**src/rtl/sppio_pkg.sv**
```systemverilog
// shared constants and types of the six-port parallel I/O bank
package sppio_pkg;

    // ------------------------------------------------------------
    // bus and port geometry
    // ------------------------------------------------------------
    localparam int ADDR_W = 4;
    localparam int DATA_W = 8;
    localparam int NUM_PORTS = 6;

    localparam int PORT_A = 0;
    localparam int PORT_B = 1;
    localparam int PORT_C = 2;
    localparam int PORT_D = 3;
    localparam int PORT_E = 4;
    localparam int PORT_F = 5;

    // ------------------------------------------------------------
    // register offsets
    // ------------------------------------------------------------
    localparam logic [3:0] PORT_A_DATA_OFF = 4'h0;
    localparam logic [3:0] PORT_B_DATA_OFF = 4'h1;
    localparam logic [3:0] PORT_C_DATA_OFF = 4'h2;
    localparam logic [3:0] PORT_D_DATA_OFF = 4'h3;
    localparam logic [3:0] PORT_A_DIR_OFF = 4'h4;
    localparam logic [3:0] PORT_B_DIR_OFF = 4'h5;
    localparam logic [3:0] PORT_C_DIR_OFF = 4'h6;
    localparam logic [3:0] PORT_D_DIR_OFF = 4'h7;
    localparam logic [3:0] PORT_E_DATA_OFF = 4'h8;
    localparam logic [3:0] PORT_F_DATA_OFF = 4'h9;
    localparam logic [3:0] PORT_E_DIR_OFF = 4'hC;
    localparam logic [3:0] PORT_F_DIR_OFF = 4'hD;

    localparam logic [5:0][3:0] DATA_OFF = {PORT_F_DATA_OFF, PORT_E_DATA_OFF, PORT_D_DATA_OFF,
                                            PORT_C_DATA_OFF, PORT_B_DATA_OFF, PORT_A_DATA_OFF};
    localparam logic [5:0][3:0] DIR_OFF = {PORT_F_DIR_OFF, PORT_E_DIR_OFF, PORT_D_DIR_OFF,
                                           PORT_C_DIR_OFF, PORT_B_DIR_OFF, PORT_A_DIR_OFF};

    // ------------------------------------------------------------
    // implemented bits and reset values
    // ------------------------------------------------------------
    localparam logic [5:0][7:0] DATA_MASK = {8'h0F, 8'hFF, 8'h7F, 8'h1F, 8'hFF, 8'hFF};
    localparam logic [5:0][7:0] DIR_MASK = {8'h0F, 8'hFF, 8'h7F, 8'h9F, 8'hFF, 8'hFF};
    localparam logic [7:0] DIR_RESET = 8'h00;
    localparam logic [7:0] READ_NONE = 8'h00;
    localparam int BUSCLK_PIN = 2;
    localparam int BUSCLK_EN_BIT = 7;

    // ------------------------------------------------------------
    // carriers
    // ------------------------------------------------------------
    typedef struct packed {
        logic [3:0] addr;
        logic [7:0] wdata;
        logic wr;
        logic rd;
    } sppio_req_s;

    typedef struct packed {
        logic [5:0][7:0] out;
        logic [5:0][7:0] oe;
    } sppio_pins_s;

endpackage

```
**src/rtl/sppio_port.sv**
```systemverilog
// one parallel port: data latches, direction bits, input synchroniser, read select
`timescale 1ns/1ps
`default_nettype none
module sppio_port #(
    parameter logic [7:0] DATA_MASK = 8'hFF,
    parameter logic [7:0] DIR_MASK = 8'hFF
) (
    input wire logic clk,
    input wire logic rst,
    input wire logic wr_data,
    input wire logic wr_dir,
    input wire logic [7:0] wdata,
    input wire logic [7:0] pin_in,
    input wire logic [7:0] claim,
    output logic [7:0] latch,
    output logic [7:0] oe,
    output logic [7:0] data_read,
    output logic [7:0] dir_read
);
    import sppio_pkg::*;

    logic [7:0] latch_reg;
    logic [7:0] dir_reg;
    logic [7:0] meta_reg;
    logic [7:0] sync_reg;

    // ------------------------------------------------------------
    // latches keep their value through reset
    // ------------------------------------------------------------
    always_ff @(posedge clk) begin
        if (wr_data) begin
            latch_reg <= wdata;
        end
    end

    always_ff @(posedge clk or posedge rst) begin
        if (rst) begin
            dir_reg <= DIR_RESET;
        end else if (wr_dir) begin
            dir_reg <= wdata & DIR_MASK;
        end
    end

    // two-stage chain for pin levels
    always_ff @(posedge clk or posedge rst) begin
        if (rst) begin
            meta_reg <= READ_NONE;
            sync_reg <= READ_NONE;
        end else begin
            meta_reg <= pin_in;
            sync_reg <= meta_reg;
        end
    end

    // ------------------------------------------------------------
    // pin drive and read select
    // ------------------------------------------------------------
    assign latch = latch_reg & DATA_MASK;
    assign oe = dir_reg & ~claim & DATA_MASK;
    assign data_read = ((dir_reg & latch) | (~dir_reg & ~claim & sync_reg)) & DATA_MASK;
    assign dir_read = dir_reg;
endmodule
`default_nettype wire

```
**src/rtl/sppio_busclk.sv**
```systemverilog
// bus clock image driven out on a port pin
`timescale 1ns/1ps
`default_nettype none
module sppio_busclk (
    input wire logic clk,
    input wire logic rst,
    input wire logic enable,
    output logic busclk_out
);
    import sppio_pkg::*;

    logic toggle_reg;

    // toggles every cycle while enabled, parks low otherwise
    always_ff @(posedge clk or posedge rst) begin
        if (rst) begin
            toggle_reg <= 1'b0;
        end else if (enable) begin
            toggle_reg <= ~toggle_reg;
        end else begin
            toggle_reg <= 1'b0;
        end
    end

    assign busclk_out = toggle_reg;
endmodule
`default_nettype wire

```
**src/rtl/sppio_bank.sv**
```systemverilog
// six-port parallel I/O bank with register port
// ------------------------------------------------------------
// Summary of operation
// - port A: eight pins, eight latches
// - each pin has a read/write latch
// - reset leaves data latches unchanged
// - direction one drives pin, zero floats
// - reset clears port A direction bits
// - output pin reads back its latch
// - input pin reads sampled pin level
// - data writes always update latches
// - write to input pin leaves pin alone
// - port B: eight latches, eight direction bits
// - port C data bits seven..five read zero
// - port C direction: clock enable, bits 4..0
// - port D data bit seven reads zero
// - port D direction bit seven reads zero
// - port E: eight latches, eight direction bits
// - port F data bits seven..four read zero
// - clock enable drives bus clock on C2
// - claimed B pin reads zero when input
// ------------------------------------------------------------
//
// The implementer's own choice: the strobed register port.
`timescale 1ns/1ps
`default_nettype none
module sppio_bank (
    input wire logic clk,
    input wire logic rst,
    input wire sppio_pkg::sppio_req_s bus,
    input wire logic [5:0][7:0] pin_in,
    input wire logic [7:0] adc_claim_b,
    output logic [7:0] rdata,
    output sppio_pkg::sppio_pins_s pins
);
    import sppio_pkg::*;

    // ------------------------------------------------------------
    // address decode
    // ------------------------------------------------------------
    function automatic logic hit(input logic [3:0] addr, input logic [3:0] off);
        hit = (addr == off);
    endfunction

    logic [5:0] wr_data_sel;
    logic [5:0] wr_dir_sel;
    logic [5:0] rd_data_sel;
    logic [5:0] rd_dir_sel;
    logic [5:0][7:0] claim_w;
    logic [5:0][7:0] latch_w;
    logic [5:0][7:0] oe_w;
    logic [5:0][7:0] data_read_w;
    logic [5:0][7:0] dir_read_w;
    logic [5:0][7:0] pin_out_w;
    logic [5:0][7:0] pin_oe_w;
    logic [7:0] read_mux;
    logic [7:0] rdata_reg;
    logic busclk_en;
    logic busclk_w;

    genvar gi;
    generate
        for (gi = 0; gi < NUM_PORTS; gi++) begin : g_port
            assign wr_data_sel[gi] = bus.wr && hit(bus.addr, DATA_OFF[gi]);
            assign wr_dir_sel[gi] = bus.wr && hit(bus.addr, DIR_OFF[gi]);
            assign rd_data_sel[gi] = bus.rd && hit(bus.addr, DATA_OFF[gi]);
            assign rd_dir_sel[gi] = bus.rd && hit(bus.addr, DIR_OFF[gi]);
            assign claim_w[gi] = (gi == PORT_B) ? adc_claim_b : READ_NONE;

            // ------------------------------------------------------------
            // one port
            // ------------------------------------------------------------
            sppio_port #(
                .DATA_MASK(DATA_MASK[gi]),
                .DIR_MASK(DIR_MASK[gi])
            ) u_port (
                .clk(clk),
                .rst(rst),
                .wr_data(wr_data_sel[gi]),
                .wr_dir(wr_dir_sel[gi]),
                .wdata(bus.wdata),
                .pin_in(pin_in[gi]),
                .claim(claim_w[gi]),
                .latch(latch_w[gi]),
                .oe(oe_w[gi]),
                .data_read(data_read_w[gi]),
                .dir_read(dir_read_w[gi])
            );
        end
    endgenerate

    // ------------------------------------------------------------
    // bus clock on port C pin 2
    // ------------------------------------------------------------
    assign busclk_en = dir_read_w[PORT_C][BUSCLK_EN_BIT];

    sppio_busclk u_busclk (
        .clk(clk),
        .rst(rst),
        .enable(busclk_en),
        .busclk_out(busclk_w)
    );

    always_comb begin
        pin_out_w = latch_w;
        pin_oe_w = oe_w;
        if (busclk_en) begin
            pin_out_w[PORT_C][BUSCLK_PIN] = busclk_w;
            pin_oe_w[PORT_C][BUSCLK_PIN] = 1'b1;
        end
    end

    assign pins = '{out: pin_out_w, oe: pin_oe_w};

    // ------------------------------------------------------------
    // read data, one cycle after the strobe
    // ------------------------------------------------------------
    always_comb begin
        read_mux = READ_NONE;
        for (int i = 0; i < NUM_PORTS; i++) begin
            if (rd_data_sel[i]) begin
                read_mux = read_mux | data_read_w[i];
            end
            if (rd_dir_sel[i]) begin
                read_mux = read_mux | dir_read_w[i];
            end
        end
    end

    always_ff @(posedge clk or posedge rst) begin
        if (rst) begin
            rdata_reg <= READ_NONE;
        end else if (bus.rd) begin
            rdata_reg <= read_mux;
        end else begin
            rdata_reg <= READ_NONE;
        end
    end

    assign rdata = rdata_reg;
endmodule
`default_nettype wire

```
**config.mk**
```make
export PLATFORM = sky130hd
export DESIGN_NAME = sppio_bank
export DESIGN_NICKNAME = d
export VERILOG_FILES = /design/src/rtl/sppio_pkg.sv /design/src/rtl/sppio_port.sv /design/src/rtl/sppio_busclk.sv /design/src/rtl/sppio_bank.sv
export SDC_FILE = /design/constraint.sdc
export NUM_CORES = 1
export LEC_CHECK = 0
export BUFFER_PORTS_ARGS = -buffer_cell sky130_fd_sc_hd__buf_2
export CORE_MARGIN = 8
export CORE_UTILIZATION = 53
export DETAILED_ROUTE_END_ITERATION = 10
export PLACE_DENSITY_LB_ADDON = 0.1
export SYNTH_ARGS = -nofsm -noshare
export SYNTH_HDL_FRONTEND = slang
export SYNTH_SLANG_ARGS = --single-unit
```
**constraint.sdc**
```tcl
create_clock -name clk -period 5.3 [get_ports clk]
set_input_delay 1.06 -clock clk [delete_from_list [all_inputs] [get_ports clk]]
set_output_delay 1.06 -clock clk [all_outputs]
set_load 0.02 [all_outputs]
```
==> PnR_summary.wiki, run 1 <==
{| class="wikitable"
! Metric !! Value
|-
| CTS H-tree lvls || 4
|-
| Sink Count || 170
|-
| Number of DRC violations after detailed-routing iteration 0 || 341
|-
| Resized cells post-CTS || 0
|-
| Total length of routed wires || 16740 microns
|-
| Complex-gate fraction of the synthesized area || 6.227%
|-
| Post-layout instance area || 7906 sq um
|-
| Mean number of vias per cell || 5.346
|-
| Worst R2R Start || g_port[1].u_port.dir_read[1]
|-
| Die area || 16560 sq um
|-
| Clock period minus worst slack || 2849 ps
|-
| Syn Inst Count || 483
|-
| Core Util, Final || 63.16%
|-
| Adder-cell share of the synthesized area || 0%
|-
| Transition time at the pin with the least slew margin || 1176 ps
|-
| Setup repair after global routing missed its margin || false
|-
| Slew headroom || 21.30%
|-
| Vias in the first global route || 4446
|-
| Number of synthesized flops with an enable pin || 40
|-
| Required time of the worst setup path || 5420 ps
|-
| Worst slack at placement || 2032 ps
|-
| Register bit count reported by yosys || 170
|-
| Maximum fanout encountered on the critical timing path || 47
|-
| Startpoint Class || input port
|-
| Initial Util || 53.78%
|-
| Final global-route overflow total || 0
|-
| Max-capacitance violation count || 0
|-
| Inserted Diodes || 0
|-
| Worst VDD drop || 0.4108 mV
|-
| Clock tree buffer depth || 2
|-
| Hold buffers post-CTS || 0
|-
| Antenna-violating nets left || 0
|-
| DP Cell Count || 756
|-
| Fin crit share || 53.76%
|-
| Post-Syn Area || 6731 sq um
|-
| First-pass iteration count of the detailed router || 5
|-
| Chip height || 128.7 microns
|-
| Die span in x || 128.7 microns
|-
| Number of non-filler instances in the completed layout || 786
|-
| Average routed wire per standard cell || 21.30 microns
|-
| Top_reg_cell synth || dfrtp_1
|-
| Worst hold slack after final layout || 345.9 ps
|-
| Placeable core region || 12520 sq um
|-
| Buffer type at the clock tree root || clkbuf_16
|-
| Via count || 4202
|-
| Critical setup path kind || in -> reg
|-
| Share of the synthesized area in the top cell type || 48.33%
|-
| Reported leakage power || 3.501 nW
|-
| Final Skew || 6.152 ps
|-
| Global-route wire length before repair || 25440 microns
|-
| Final total power || 3.262 mW
|-
| Final Hold Viols || 0
|-
| Kind of end point of the critical path || register
|-
| Per-instance average area after synthesis || 13.94 sq um
|-
| Post-Synth Simple-Gate Area || 10.13%
|-
| Share of cell area taken by muxes after synthesis || 9.628%
|-
| Maximum number of pins on one net before global-route repair || 53
|-
| Final TNS setup || 0 ps
|-
| Sequential element share of the synthesized area || 66.17%
|-
| Commonest cells in the netlist || dfrtp_1 (130), buf_4 (54), edfxtp_1 (40), mux2_2 (32), nor2_1 (22)
|-
| Dominant combinational cell family by area after synthesis || simple AND/OR/NAND/NOR gates
|-
| CTS tree || yes
|-
| Highest Clock Rate || 351.0 MHz
|-
| Least setup slack across all paths after layout || 2451 ps
|-
| Overall routing resource usage || 20.85%
|-
| Post-synthesis share of cell area spent on xor and xnor gates || 0%
|-
| Number of buffers inserted by port buffering || 151
|-
| Final weighted congestion in routability-driven placement || 0.8063
|-
| Estimated wirelength of the detail-placed design || 11750 microns
|-
| Power per standard cell area || 412.5 nW/um^2
|-
| Distinct cells, synth || 58
|-
| Fraction of layout instances using a drive strength above 1 || 37.46%
|-
| Clock latency reported for the late side of the worst-skew pair || 420 ps
|-
| Inserted Clock Buffers || 17
|-
| Post-CTS Repair Setup Buffers || 0
|-
| Number of max-slew violations in the final report || 0
|-
| Total placed instance area || 7316 sq um
|-
| Reg clk slew, reported paths || 60 ps
|-
| Count of standard-cell rows || 41
|-
| Ys Warns || 0
|-
| Result of the run || finished clean
|-
| Most numerous cell in the Yosys netlist || dfrtp_1
|-
| Initial antenna violation count || 0
|-
| Cell taking the most area after synthesis || dfrtp_1
|-
| Layout area overhead || 17.45%
|-
| Launching element of the worst setup path || bus[12]
|-
| Critical Path AT || 2970 ps
|-
| HP Start || g_port[4].u_port.meta_reg[7]
|-
| Count of final setup violators || 0
|-
| Max reg flops || 41
|-
| Number of top-level design ports || 176
|-
| Number of DRC violations after detailed routing || 0
|-
| Dominant cells by area after synthesis || dfrtp_1 (48%), edfxtp_1 (18%), buf_4 (6.0%), mux2_2 (5.4%), mux2_1 (2.3%)
|-
| Final net count || 675
|-
| Ys async rst share || 76.47%
|-
| Hold WC Path Type || reg -> reg
|}
-- worst max-delay path, cell delays in order --
cell,delay (ps)
buf_2,380
nor2_1,330
nand2_1,150
nor3_1,730
buf_4,310
-- per-layer routing --
layer  track usage, %  up-vias  share of wire [%]
li1                 -     1911                  -
met1            25.77     2099                 40
met2            33.37      176                 49
met3            8.275       16                9.5
met4            5.736        0                1.2
met5                0        -                  0
-- layout make-up --
type | instances | area, sq um
clock buffers | 22 | 444.2
inverters | 11 | 43.79
repair buffers | 154 | 778.2
flip-flops and latches | 170 | 4454
well taps | 172 | 215.2
multi-input cells | 249 | 1824
fillers | 1011 | 4611
clock inverters | 8 | 146.4
-- cells by family (layout without fill, tap and decap cells) --
family          count (synthesis)  in the layout
buf+inv                        79            195
flops                         170            170
simple gates                  112            112
compound gates                 62             62
mux                            59             59
other cells                     1             16
-- where the power goes --
group | total [mW] | switching, mW | internal (mW)
Sequential | 1.56 | 0.0997 | 1.46
Clock | 1.25 | 0.468 | 0.782
Combinational | 0.452 | 0.273 | 0.180
-- path summary, 6_finish.rpt --
check,endpoint,slack (ps),depth (start not counted)
worst max-delay path,g_port[0].u_port.latch[1],2450,5
max in group asynchronous,g_port[5].u_port.sync_reg[1],3590,3
min in group asynchronous,g_port[1].u_port.sync_reg[5],730,2
worst min register to register,g_port[4].u_port.sync_reg[7],350,0
worst max register to register,rdata[1],3640,4
worst min-delay path,g_port[4].u_port.sync_reg[7],350,0
-- cell usage in the layout, fill, tap and decap left out, drive strengths merged, types with 16 or more instances in the layout --
cell and n:
buf 154, dfrtp 130, mux2 46, edfxtp 40, nor2 25, clkbuf 22
nor3 18, o21ai 17, conb 16
(Power assumes the default switching activity.)
==> run 2, diff against run 1 <==
--- a/config.mk
+++ b/config.mk
@@ -5,9 +5,10 @@
 export SDC_FILE = /design/constraint.sdc
 export NUM_CORES = 1
 export LEC_CHECK = 0
+export ABC_AREA = 1
 export BUFFER_PORTS_ARGS = -buffer_cell sky130_fd_sc_hd__buf_2
 export CORE_MARGIN = 8
-export CORE_UTILIZATION = 53
+export CORE_UTILIZATION = 48
 export DETAILED_ROUTE_END_ITERATION = 10
 export PLACE_DENSITY_LB_ADDON = 0.1
 export SYNTH_ARGS = -nofsm -noshare
==> constraint.sdc (replaced) <==
create_clock -name clk -period 2.5 [get_ports clk]
set_input_delay 0.5 -clock clk [delete_from_list [all_inputs] [get_ports clk]]
set_output_delay 0.5 -clock clk [all_outputs]
set_load 0.02 [all_outputs]
==> PnR_summary.wiki, run 2 <==
{| class="wikitable"
! Metric !! Value
|-
| Commonest cells in the netlist || nand2_1 (170), dfrtp_1 (130), nor2_1 (75), inv_1 (71), buf_4 (51)
|-
| Final global-route overflow total || 0
|-
| Worst VDD drop || 0.6474 mV
|-
| Syn Inst Count || 673
|-
| Clock power frac || 38.4%
|-
| Complex-gate fraction of the synthesized area || 6.515%
|-
| Antenna-violating nets left || 0
|-
| Maximum fanout encountered on the critical timing path || 4
|-
| Number of non-filler instances in the completed layout || 1007
|-
| Reported leakage power || 4.172 nW
|-
| Number of top-level design ports || 176
|-
| CTS H-tree lvls || 4
|-
| Overall routing resource usage || 20.67%
|-
| Fraction of layout instances using a drive strength above 1 || 28.07%
|-
| Max-capacitance violation count || 0
|-
| Sink Count || 170
|-
| Count of final setup violators || 0
|-
| Die area || 18550 sq um
|-
| Critical-path cell list || inv_1 -> nor2_1 -> a21oi_1 -> buf_2
|-
| Critical Path AT || 1290 ps
|-
| Setup repair after global routing missed its margin || false
|-
| Number of max-slew violations in the final report || 0
|-
| Slew headroom || 62.05%
|-
| Dominant cells by area after synthesis || dfrtp_1 (47%), edfxtp_1 (17%), nand2_1 (9.2%), buf_4 (5.5%), nor2_1 (4.1%)
|-
| Most numerous cell in the Yosys netlist || nand2_1
|-
| Global-route wire length before repair || 28320 microns
|-
| Number of DRC violations after detailed-routing iteration 0 || 296
|-
| Hold WC Path Type || in -> reg
|-
| Post-Syn Area || 6933 sq um
|-
| Die span in x || 136.2 microns
|-
| Estimated wirelength of the detail-placed design || 13740 microns
|-
| Via count || 4832
|-
| Sw Ratio || 28.75%
|-
| Chip height || 136.2 microns
|-
| Ys async rst share || 76.47%
|-
| Fin crit share || 71.58%
|-
| Top_reg_cell synth || dfrtp_1
|-
| Count of standard-cell rows || 44
|-
| Number of buffers inserted by port buffering || 151
|-
| Final Skew || 12.33 ps
|-
| Final TNS setup || 0 ps
|-
| Maximum number of pins on one net before global-route repair || 85
|-
| Placeable core region || 14310 sq um
|-
| Required time of the worst setup path || 2000 ps
|-
| Average routed wire per standard cell || 18.32 microns
|-
| Reg power frac || 48.0%
|-
| Highest Clock Rate || 558.8 MHz
|-
| Max reg flops || 41
|-
| Initial antenna violation count || 0
|-
| Mean number of vias per cell || 4.798
|-
| Vias in the first global route || 4930
|-
| Internal power || 4.861 mW
|-
| Adder-cell share of the synthesized area || 0%
|-
| Initial Util || 48.44%
|-
| Post-synthesis share of cell area spent on xor and xnor gates || 0%
|-
| Final Hold Viols || 0
|-
| Kind of end point of the critical path || primary output
|-
| Final net count || 882
|-
| Number of DRC violations after detailed routing || 0
|-
| Dominant combinational cell family by area after synthesis || simple AND/OR/NAND/NOR gates
|-
| Cell with the largest stage delay on the worst path || dfrtp_1
|-
| Clock tree buffer depth || 2
|-
| Layout area overhead || 18.82%
|-
| Combinational fraction of design power || 13.6%
|-
| Transition time at the pin with the least slew margin || 567.4 ps
|-
| Sequential element share of the synthesized area || 64.25%
|-
| Top library cells by usage in the layout, fill and taps aside || nand2_1 (170), buf_2 (151), dfrtp_1 (130), nor2_1 (75), inv_1 (70)
|-
| Final weighted congestion in routability-driven placement || 0.8632
|-
| DP Cell Count || 974
|-
| Inserted Clock Buffers || 17
|-
| First-pass iteration count of the detailed router || 5
|-
| Clock period minus worst slack || 1790 ps
|-
| Result of the run || finished clean
|-
| Inserted Diodes || 0
|-
| Share of cell area taken by muxes after synthesis || 0.1444%
|-
| Share of the synthesized area in the top cell type || 46.92%
|-
| Total length of routed wires || 18450 microns
|-
| Power per standard cell area || 828.1 nW/um^2
|-
| Cell taking the most area after synthesis || dfrtp_1
|-
| Crit-path max cell delay || 380 ps
|-
| CTS tree || yes
|-
| Reg clk slew, reported paths || 70 ps
|-
| Per-instance average area after synthesis || 10.30 sq um
|-
| Ys Warns || 0
|-
| Startpoint Class || register
|-
| Critical setup path kind || reg -> out
|-
| Post-Synth Simple-Gate Area || 18.35%
|-
| Clock latency reported for the late side of the worst-skew pair || 430 ps
|-
| Leading cell type in the layout, fill and taps excluded || nand2_1
|-
| Distinct cells, synth || 28
|-
| Number of synthesized flops with an enable pin || 40
|-
| Register bit count reported by yosys || 170
|-
| Switching power of the nets || 1.961 mW
|-
| Buffer type at the clock tree root || clkbuf_16
|}
[run 2: cell count changes in the layout (fill, tap and decap cells not counted), sizes merged, moves of 6 or more]
| cell | before | now |
|---|---|---|
| buf | 154 | 162 |
| inv | 11 | 79 |
| mux2 | 46 | 0 |
| mux2i | 13 | 1 |
| nand2 | 13 | 172 |
| nand2b | 6 | 0 |
| nand3 | 5 | 27 |
| nor2 | 25 | 80 |
| nor2b | 11 | 0 |
| nor3 | 18 | 3 |
| o21ai | 17 | 66 |
| or3b | 9 | 0 |
[run 2: routing by layer]
layer  track usage, %  share of wire, %
met1            27.30                44
met2            33.32                49
met3            5.285               6.6
met4            5.369              0.65
met5                0                 0
[run 2: cell families (layout without fill, tap and decap cells)]
group / count (synthesis) / after routing
DFF: 170 / 170
buffers and inverters: 135 / 270
and+or+nand+nor: 288 / 288
muxes: 1 / 1
other: 1 / 16
AOI/OAI and AO/OA: 78 / 78
[run 2: final timing paths]
path	startpoint	cells past startpoint	slack [ps]	to
worst min register to register	g_port[1].u_port.meta_reg[3]	0	350	g_port[1].u_port.sync_reg[3]
worst max-delay path	g_port[2].u_port.dir_read[7]	4	710	pins[66]
worst min-delay path	pin_in[5]	1	170	g_port[0].u_port.meta_reg[5]
min in group asynchronous	rst	3	500	g_port[4].u_port.meta_reg[1]
max in group asynchronous	rst	4	1340	g_port[5].u_port.dir_read[2]
worst max register to register	g_port[3].u_port.dir_read[1]	8	1240	rdata[1]
[run 2: worst max-delay path, delay by kind of cell (launching register included)]
kind | cells | cell delay (ps)
buffers and inverters | 2 | 290
AOI/OAI and AO/OA | 1 | 110
and+or+nand+nor | 1 | 70
DFF | 1 | 380
[run 2: area by class of cell]
type | count | area [sq um]
sequential | 170 | 4454
clock buffer | 17 | 425.4
clock inverter | 15 | 162.7
timing repair buffer | 163 | 873.3
fill | 1283 | 6076
multi-input combinational | 383 | 1807
inverter | 75 | 285.3
tap | 184 | 230.2
[run 2: timing repair]
action | in CTS | in global routing
resized for setup | 0 | 0
hold buffers | 1 | 0
endpoints found under the hold margin | 1 | 0
setup buffers | 0 | 0
[run 2: per-stage QoR]
stage	setup slack, ps	cell area (sq um)	power [mW]	hold slack (ps)	util, %
after CTS	709.9	8238	6.869	157.9	57.55
after global placement	499.9	7640	4.234	331.5	53.37
after floorplan	390.8	6993	4.028	331.2	-
after global routing	654.4	8238	7.126	150.4	57.55
final	710.5	8238	6.822	169.9	57.55
after detailed placement	510.2	7640	4.257	334.7	53.37
[run 2: power groups by stage]
stage	registers (mW)	clock network [mW]	logic, mW
floorplan	3.29	0	0.740
global placement	3.31	0	0.924
detailed placement	3.32	0	0.936
CTS	3.27	2.66	0.941
global route	3.31	2.78	1.03
finish	3.27	2.62	0.929
